--- src/hw/ccs_pkg.sv ---
package ccs_pkg;

    // control register map
    localparam logic [7:0] CCS_REG_CTRL = 8'h0f;
    localparam int CCS_BIT_EXT_CLAMP = 7;
    localparam int CCS_BIT_CLAMP_SENSE = 6;
    localparam int CCS_BIT_COAST_SENSE = 3;

    // values after reset
    localparam logic CCS_RST_EXT_CLAMP = 1'b0;
    localparam logic CCS_RST_CLAMP_SENSE = 1'b0;
    localparam logic CCS_RST_COAST_SENSE = 1'b1;

    // embedded sync slicing threshold, in millivolts
    localparam int CCS_SOG_STEP_MV = 10;
    localparam int CCS_SOG_MIN_MV = 10;
    localparam int CCS_SOG_MAX_MV = 330;
    localparam int CCS_SOG_DEF_MV = 150;
    localparam int CCS_SOG_W = 6;
    localparam logic [CCS_SOG_W-1:0] CCS_SOG_MIN_CODE =
        CCS_SOG_W'(CCS_SOG_MIN_MV / CCS_SOG_STEP_MV);
    localparam logic [CCS_SOG_W-1:0] CCS_SOG_MAX_CODE =
        CCS_SOG_W'(CCS_SOG_MAX_MV / CCS_SOG_STEP_MV);
    localparam logic [CCS_SOG_W-1:0] CCS_SOG_DEF_CODE =
        CCS_SOG_W'(CCS_SOG_DEF_MV / CCS_SOG_STEP_MV);

    // internal clamp window counters, in pixel clock periods
    localparam int CCS_CNT_W = 8;
    localparam int CCS_SYNC_STAGES = 2;

    typedef struct packed {
        logic ext_clamp;
        logic clamp_sense;
        logic coast_sense;
    } ccs_ctrl_s;

    typedef struct packed {
        logic line_sync;
        logic coast;
        logic clamp;
        logic embedded_sync;
    } ccs_pins_s;

    typedef enum logic [2:0] {
        CCS_ST_IDLE = 3'b001,
        CCS_ST_DELAY = 3'b010,
        CCS_ST_ACTIVE = 3'b100
    } ccs_clamp_e;

endpackage

--- src/hw/ccs_sync2.sv ---
`timescale 1ns/1ps
`default_nettype none

// two-stage synchroniser for pins arriving from outside core_clk
module ccs_sync2 #(
    parameter int W = 1
) (
    input wire logic core_clk,
    input wire logic rstn,
    input wire logic ce,
    input wire logic [W-1:0] din,
    output logic [W-1:0] dout
);

    logic [W-1:0] meta;

    // first stage feeds only the second stage
    always_ff @(posedge core_clk) begin
        if (!rstn) begin
            meta <= '0;
            dout <= '0;
        end else if (ce) begin
            meta <= din;
            dout <= meta;
        end
    end

endmodule

`default_nettype wire

--- src/hw/ccs_control.sv ---
`timescale 1ns/1ps
`default_nettype none

// Notes on behaviour
// External clamp timing is used only when control bit 7 is 1; it resets to 0.
// With external clamp off the clamp pin is ignored and the window is timed internally from the line sync trailing edge.
// Clamp pin active level follows the clamp sense bit, control bit 6.
// The source asserts the clamp pin only while reference black is present.
// Unused clamp pin is tied low with the external clamp bit left at 0.
// While coast is active the clock generator stops tracking line sync and holds frequency and phase.
// Coast pin active level follows the coast sense bit, control bit 3.
// The coast sense bit is 1 after reset.
// Unused coast pin is held so that coast is never active.
// The slicing threshold is 10 mV to 330 mV in 10 mV steps, 150 mV by default.
// The comparator result goes to the embedded sync output uninverted.
// Only the leading edge of line sync is active, falling for sense 0, rising for sense 1.
// Internal clamp delay and width count pixel clocks from programmed values on every line.
module ccs_control #(
    parameter int CNT_W = ccs_pkg::CCS_CNT_W
) (
    input wire logic core_clk,
    input wire logic rstn,
    input wire logic ce,
    input wire logic [7:0] reg_addr,
    input wire logic [7:0] reg_wdata,
    input wire logic reg_wr,
    output logic [7:0] reg_rdata,
    input wire ccs_pkg::ccs_pins_s pins,
    input wire logic line_sync_sense,
    input wire logic [CNT_W-1:0] clamp_delay,
    input wire logic [CNT_W-1:0] clamp_width,
    input wire logic [ccs_pkg::CCS_SOG_W-1:0] sog_level,
    output logic clamp_active,
    output logic coast_active,
    output logic pll_track,
    output logic pll_phase_ref,
    output logic embedded_sync_output,
    output logic [ccs_pkg::CCS_SOG_W-1:0] sog_threshold_code
);
    import ccs_pkg::*;

    ////////////////////////////////////////////////////////////////////////
    // pin synchronisation

    ccs_pins_s pins_s;
    ccs_ctrl_s ctrl;
    ccs_clamp_e state;
    ccs_clamp_e next_state;
    logic [CNT_W-1:0] cnt;
    logic [CNT_W-1:0] next_cnt;
    logic norm_q;
    logic norm_now;
    logic lead;
    logic trail;
    logic coast_now;
    logic ext_now;
    logic [1:0] settle;
    logic edges_ok;

    ccs_sync2 #(
        .W($bits(ccs_pins_s))
    ) u_sync (
        .core_clk(core_clk),
        .rstn(rstn),
        .ce(ce),
        .din(pins),
        .dout(pins_s)
    );

    function automatic logic level_active(input logic pin, input logic sense);
        level_active = (pin == sense);
    endfunction

    function automatic logic [CCS_SOG_W-1:0] sat_code(
        input logic [CCS_SOG_W-1:0] code
    );
        if (code < CCS_SOG_MIN_CODE) begin
            sat_code = CCS_SOG_MIN_CODE;
        end else if (code > CCS_SOG_MAX_CODE) begin
            sat_code = CCS_SOG_MAX_CODE;
        end else begin
            sat_code = code;
        end
    endfunction

    ////////////////////////////////////////////////////////////////////////
    // control register

    always_ff @(posedge core_clk) begin
        if (!rstn) begin
            ctrl.ext_clamp <= CCS_RST_EXT_CLAMP;
            ctrl.clamp_sense <= CCS_RST_CLAMP_SENSE;
            ctrl.coast_sense <= CCS_RST_COAST_SENSE;
        end else if (ce && reg_wr && reg_addr == CCS_REG_CTRL) begin
            ctrl.ext_clamp <= reg_wdata[CCS_BIT_EXT_CLAMP];
            ctrl.clamp_sense <= reg_wdata[CCS_BIT_CLAMP_SENSE];
            ctrl.coast_sense <= reg_wdata[CCS_BIT_COAST_SENSE];
        end
    end

    // reserved bits and other addresses read as zero
    always_ff @(posedge core_clk) begin
        if (!rstn) begin
            reg_rdata <= 8'h00;
        end else if (ce) begin
            reg_rdata <= 8'h00;
            if (reg_addr == CCS_REG_CTRL) begin
                reg_rdata[CCS_BIT_EXT_CLAMP] <= ctrl.ext_clamp;
                reg_rdata[CCS_BIT_CLAMP_SENSE] <= ctrl.clamp_sense;
                reg_rdata[CCS_BIT_COAST_SENSE] <= ctrl.coast_sense;
            end
        end
    end

    ////////////////////////////////////////////////////////////////////////
    // line sync edges and coast

    // normalise so that high means sync asserted
    assign norm_now = line_sync_sense ? pins_s.line_sync : ~pins_s.line_sync;
    // synchroniser holds reset zeros, not the pin, so no edges until filled
    assign edges_ok = (settle == 2'(CCS_SYNC_STAGES + 1));
    assign lead = edges_ok & norm_now & ~norm_q;
    assign trail = edges_ok & ~norm_now & norm_q;
    assign coast_now = level_active(pins_s.coast, ctrl.coast_sense);
    assign ext_now = level_active(pins_s.clamp, ctrl.clamp_sense);

    always_ff @(posedge core_clk) begin
        if (!rstn) begin
            norm_q <= 1'b0;
            settle <= 2'h0;
        end else if (ce) begin
            norm_q <= norm_now;
            if (!edges_ok) begin
                settle <= settle + 2'h1;
            end
        end
    end

    // phase reference withheld in coast so the generator free-runs
    always_ff @(posedge core_clk) begin
        if (!rstn) begin
            coast_active <= 1'b0;
            pll_track <= 1'b1;
            pll_phase_ref <= 1'b0;
        end else if (ce) begin
            coast_active <= coast_now;
            pll_track <= ~coast_now;
            pll_phase_ref <= lead & ~coast_now;
        end
    end

    ////////////////////////////////////////////////////////////////////////
    // internal clamp window

    // a new trailing edge restarts the window, so a short line never skips
    always_comb begin
        next_state = state;
        next_cnt = cnt;
        if (trail) begin
            next_state = CCS_ST_DELAY;
            next_cnt = clamp_delay;
        end else begin
            case (state)
                CCS_ST_IDLE: begin
                    next_state = CCS_ST_IDLE;
                end
                CCS_ST_DELAY: begin
                    if (cnt != '0) begin
                        next_cnt = cnt - 1'b1;
                    end else if (clamp_width != '0) begin
                        next_state = CCS_ST_ACTIVE;
                        next_cnt = clamp_width - 1'b1;
                    end else begin
                        next_state = CCS_ST_IDLE;
                    end
                end
                CCS_ST_ACTIVE: begin
                    if (cnt != '0) begin
                        next_cnt = cnt - 1'b1;
                    end else begin
                        next_state = CCS_ST_IDLE;
                    end
                end
                default: begin
                    next_state = CCS_ST_IDLE;
                    next_cnt = '0;
                end
            endcase
        end
    end

    always_ff @(posedge core_clk) begin
        if (!rstn) begin
            state <= CCS_ST_IDLE;
            cnt <= '0;
        end else if (ce) begin
            state <= next_state;
            cnt <= next_cnt;
        end
    end

    // timer keeps running in external mode so switching back is seamless
    always_ff @(posedge core_clk) begin
        if (!rstn) begin
            clamp_active <= 1'b0;
        end else if (ce) begin
            if (ctrl.ext_clamp) begin
                clamp_active <= ext_now;
            end else begin
                clamp_active <= (next_state == CCS_ST_ACTIVE);
            end
        end
    end

    ////////////////////////////////////////////////////////////////////////
    // embedded sync slicer

    always_ff @(posedge core_clk) begin
        if (!rstn) begin
            embedded_sync_output <= 1'b0;
            sog_threshold_code <= CCS_SOG_DEF_CODE;
        end else if (ce) begin
            embedded_sync_output <= pins_s.embedded_sync;
            sog_threshold_code <= sat_code(sog_level);
        end
    end

    ////////////////////////////////////////////////////////////////////////
    // checks

    ext_clamp_path_a: assert property (
        @(posedge core_clk) disable iff (!rstn)
        ce && ctrl.ext_clamp |=> clamp_active == $past(ext_now))
        else $error("external clamp not followed");

    clamp_sense_level_a: assert property (
        @(posedge core_clk) disable iff (!rstn)
        ce && ctrl.ext_clamp && pins_s.clamp == ctrl.clamp_sense
        |=> clamp_active)
        else $error("clamp sense not honoured");

    int_clamp_start_a: assert property (
        @(posedge core_clk) disable iff (!rstn)
        ce && !ctrl.ext_clamp && !$past(ctrl.ext_clamp)
        && !$past(ctrl.ext_clamp, 2) && $rose(clamp_active)
        |-> $past(state) == CCS_ST_DELAY && $past(cnt) == '0)
        else $error("internal clamp began off schedule");

    int_clamp_time_a: assert property (
        @(posedge core_clk) disable iff (!rstn)
        ce && !ctrl.ext_clamp && trail && clamp_delay == '0
        && clamp_width != '0 ##1 ce && !trail && !ctrl.ext_clamp
        && clamp_width != '0
        |=> clamp_active)
        else $error("clamp window late after trailing edge");

    coast_hold_a: assert property (
        @(posedge core_clk) disable iff (!rstn)
        ce && coast_now |=> !pll_phase_ref && !pll_track)
        else $error("tracking during coast");

    coast_sense_a: assert property (
        @(posedge core_clk) disable iff (!rstn)
        ce |=> coast_active == $past(pins_s.coast == ctrl.coast_sense))
        else $error("coast sense wrong");

    coast_reset_a: assert property (
        @(posedge core_clk)
        !rstn |=> ctrl.coast_sense && !ctrl.ext_clamp)
        else $error("reset values wrong");

    sog_range_a: assert property (
        @(posedge core_clk) disable iff (!rstn)
        sog_threshold_code >= CCS_SOG_MIN_CODE
        && sog_threshold_code <= CCS_SOG_MAX_CODE)
        else $error("threshold out of range");

    sog_pass_a: assert property (
        @(posedge core_clk) disable iff (!rstn)
        ce |=> embedded_sync_output == $past(pins_s.embedded_sync))
        else $error("embedded sync inverted or late");

    lead_edge_a: assert property (
        @(posedge core_clk) disable iff (!rstn)
        ce && edges_ok && !coast_now && norm_now && !norm_q |=> pll_phase_ref)
        else $error("leading edge missed");

endmodule

`default_nettype wire

--- config.mk ---
export PLATFORM = sky130hd
export DESIGN_NAME = ccs_control
export DESIGN_NICKNAME = d
export VERILOG_FILES = /design/src/hw/ccs_pkg.sv /design/src/hw/ccs_sync2.sv /design/src/hw/ccs_control.sv
export SDC_FILE = /design/constraint.sdc
export NUM_CORES = 1
export LEC_CHECK = 0
export ABC_CLOCK_PERIOD_IN_PS = 2300
export BUFFER_PORTS_ARGS = -buffer_cell sky130_fd_sc_hd__buf_2
export CAP_MARGIN = 15
export CORE_MARGIN = 3
export CORE_UTILIZATION = 35
export DETAILED_ROUTE_END_ITERATION = 7
export SLEW_MARGIN = 20
export SYNTH_ARGS = -nofsm -noshare
export SYNTH_HDL_FRONTEND = slang
export SYNTH_SLANG_ARGS = --single-unit
--- constraint.sdc ---
create_clock -name core_clk -period 2.3 [get_ports core_clk]
set_input_delay 0.46 -clock core_clk [delete_from_list [all_inputs] [get_ports core_clk]]
set_output_delay 0.46 -clock core_clk [all_outputs]
set_load 0.02 [all_outputs]
==> results.cfg <==
[final_layout]
layout_common_cells = 55 x buf_2, 39 x dfxtp_1, 28 x nand2_1
final_common_cell = buf_2
drive_above_1_share = 0.268
final.fill_count = 583
nNetsFinal = 363
area_growth_pct = 22.2
num_antenna_cells = 0
stdcell_area_um2 = 2620

[logic_synthesis]
synth_top_cell_by_area = dfxtp_1
ys_seq_area_frac = 0.364
synth.top_cell.area_share = 0.364
yosys_warnings = 0
synth.avg_cell_area_um2 = 8.51
netlist_area_um2 = 2140
synth_area_leaders = dfxtp_1 36%, nor2b_1 7.3%, mux2i_1 6.1%
synth_edf_count = 0
synthCells = 252
ys_async_sr_fraction = 0
ys_types = 46
yosys_most_used_dff = dfxtp_1
yosys_register_bits = 39

[critical_path]
path_delay_family = compound AO/OA/AOI/OAI gates
worstRegToRegCells = 7
critPathCaptureType = register
r2r-start = cnt[0]
cp.arrival_ns = 2.25
cpPeakStageDelay_ns = 0.49
worst-path-buf-inv = 1
cp_cell_sequence = inv_1, ha_1, or3b_2, o21ai_0, nand2_1, a221oi_1, o22ai_1
ff2ff_setup_slack_ns = 0.22
crit_type = reg2reg
cp_slowest_cell = or3b_2
path_max_fanout = 4
worst_ep_required_time_ns = 2.46
r2r-end = cnt[4]
start_kind = register

[drt]
viasPerCell = 5.11
final_antenna_net_count = 0
wirelength_um = 5030
vias = 1971
drt_iter0_drc = 63
drc = 0
wl_per_cell_um = 13.0
detail_route.first_pass.iterations = 4

[sta]
period_needed_ns = 2.08
drv_slew = 0
finalHoldViolations = 0
skew_ns = 0.00348
finalSetupViolations = 0
rsz0062_at_grt = no
final.setup.tns_ns = 0
fmax_mhz = 481
fin_crit_sh = 0.905

[place]
postPlaceCellArea_um2 = 2530
dp_hpwl_um = 3850
portBuffers = 55
finalWeightedCongestion = 0.853

[job]
cap_violations = 0

[floorplanning]
start_util = 0.375
die_h_um = 84.3
row_count = 27
fp.dieW_um = 84.3
io_pins = 66
coreArea_um2 = 5710
die_area_um2 = 7100

[outcome]
outcome = finished clean

[worst_hold_path]
worstHoldStart = sog_level[3]
hold_path_class = in2reg
worstHoldEndpoint = sog_threshold_code[3]
whs_path_depth = 3

[global_routing]
antenna_found_initial = 0
grt_max_degree = 28
grt_first_pass_wirelength_um = 8370
grt_use_total = 0.144
grt-ovfl-total = 0
grt_pass1_vias = 1872

[clock_tree]
cts.sinks = 39
cts_resized = 0
cts_tree = yes
cts_buffers = 5
postCtsSetupRepairBufs = 0
postCtsHoldBufs = 0
cts.htree.levels = 2
root_buffer = clkbuf_8
clk_latency_ns = 0.29
cts.clk_slew.worst_paths_ns = 0.08
clk_path_buf_depth = 2

[power_and_ir_drop]
ir_worst_vdd_v = 0.000345
p_leak_uw = 0.00113
power_uw = 1390
p_per_area_nw_per_um2 = 529
power breakdown:
part | leakage, uW | switching [uW] | total, uW | internal, uW
sequential | 0.000318 | 16.1 | 715 | 699
clock | 0.0000412 | 244 | 456 | 212
combinational | 0.000774 | 115 | 215 | 100
cells in the mapped netlist, types with 4 or more instances:
cell type  count
xor2_1         6
o2111ai_1      4
nand3_1        9
mux2i_1       13
nor2b_1       25
nor3b_1        4
nand2_1       28
buf_4          5
inv_1          8
dfxtp_1       39
nor2_1         7
a21oi_1       11
a221oi_1       4
nand4_1        5
o22ai_1        7
clkbuf_1      13
and2_1         4
o21ai_0        7
xnor2_1        8
cell type report:
class / count / area, um2 / share of cell area
Clock buffer: 6 / 72.6 / 0.0277
Sequential cell: 39 / 781 / 0.298
Inverter: 8 / 30.0 / 0.0115
Timing Repair Buffer: 70 / 388 / 0.148
Clock inverter: 2 / 12.5 / 0.00478
Multi-Input combinational cell: 189 / 1240 / 0.475
Tap cell: 72 / 90.1 / 0.0344
state kept, by name (all words and copies together) (netlist names):
name	flops
clamp_active	1
cnt	8
coast_active	1
ctrl	3
embedded_sync_output	1
norm_q	1
pll_phase_ref	1
pll_track	1
reg_rdata	3
settle	2
sog_threshold_code	6
state	3
u_sync.dout	4
u_sync.meta	4
kinds of logic (layout without fill, tap and decap cells):
logic type / Yosys count / after routing / share of synthesized area
and+or+nand+nor: 101 / 101 / 0.263
AOI/OAI and AO/OA: 53 / 53 / 0.174
DFF: 39 / 39 / 0.364
buffers and inverters: 28 / 86 / 0.0619
xor gates and xnor gates: 14 / 14 / 0.0572
muxes: 13 / 13 / 0.0607
adders and majority gates: 3 / 3 / 0.0175
other: 1 / 5 / 0.00175
worst reg2reg max path, cell delays in order (launching register included):
cell and delay (ns):
dfxtp_1 0.35, inv_1 0.11, ha_1 0.17, or3b_2 0.49, o21ai_0 0.24, nand2_1 0.16
a221oi_1 0.30, o22ai_1 0.14
worst max-delay path by stage:
stage | start | endpoint | slack [ns] | cells after the start
final | cnt[0] | cnt[4] | 0.22 | 7
after global routing | cnt[0] | cnt[4] | 0.03 | 7
after CTS | cnt[0] | cnt[2] | 0.22 | 8
after detailed placement | clamp_width[1] | cnt[7] | 0.009 | 6
after global placement | clamp_width[1] | cnt[7] | 0.03 | 6
after floorplan | clamp_width[1] | cnt[7] | 0.24 | 5
per-layer routing:
metal,track usage,share of wire,up-vias
met5,0,0,-
met4,0.0541,0.016,0
met3,0.0471,0.065,7
met2,0.232,0.45,53
met1,0.180,0.47,897
li1,-,-,1014
metrics by stage:
step	hold slack (ns)	util	setup WS, ns	cells
final	0.389	0.459	0.219	386
after global routing	0.394	0.459	0.0329	386
after CTS	0.379	0.459	0.225	386
after detailed placement	0.453	0.444	0.00854	378
after global placement	0.462	0.444	0.0345	378
after floorplan	0.466	-	0.236	256
Note: power is estimated with default switching activity, not from simulation.
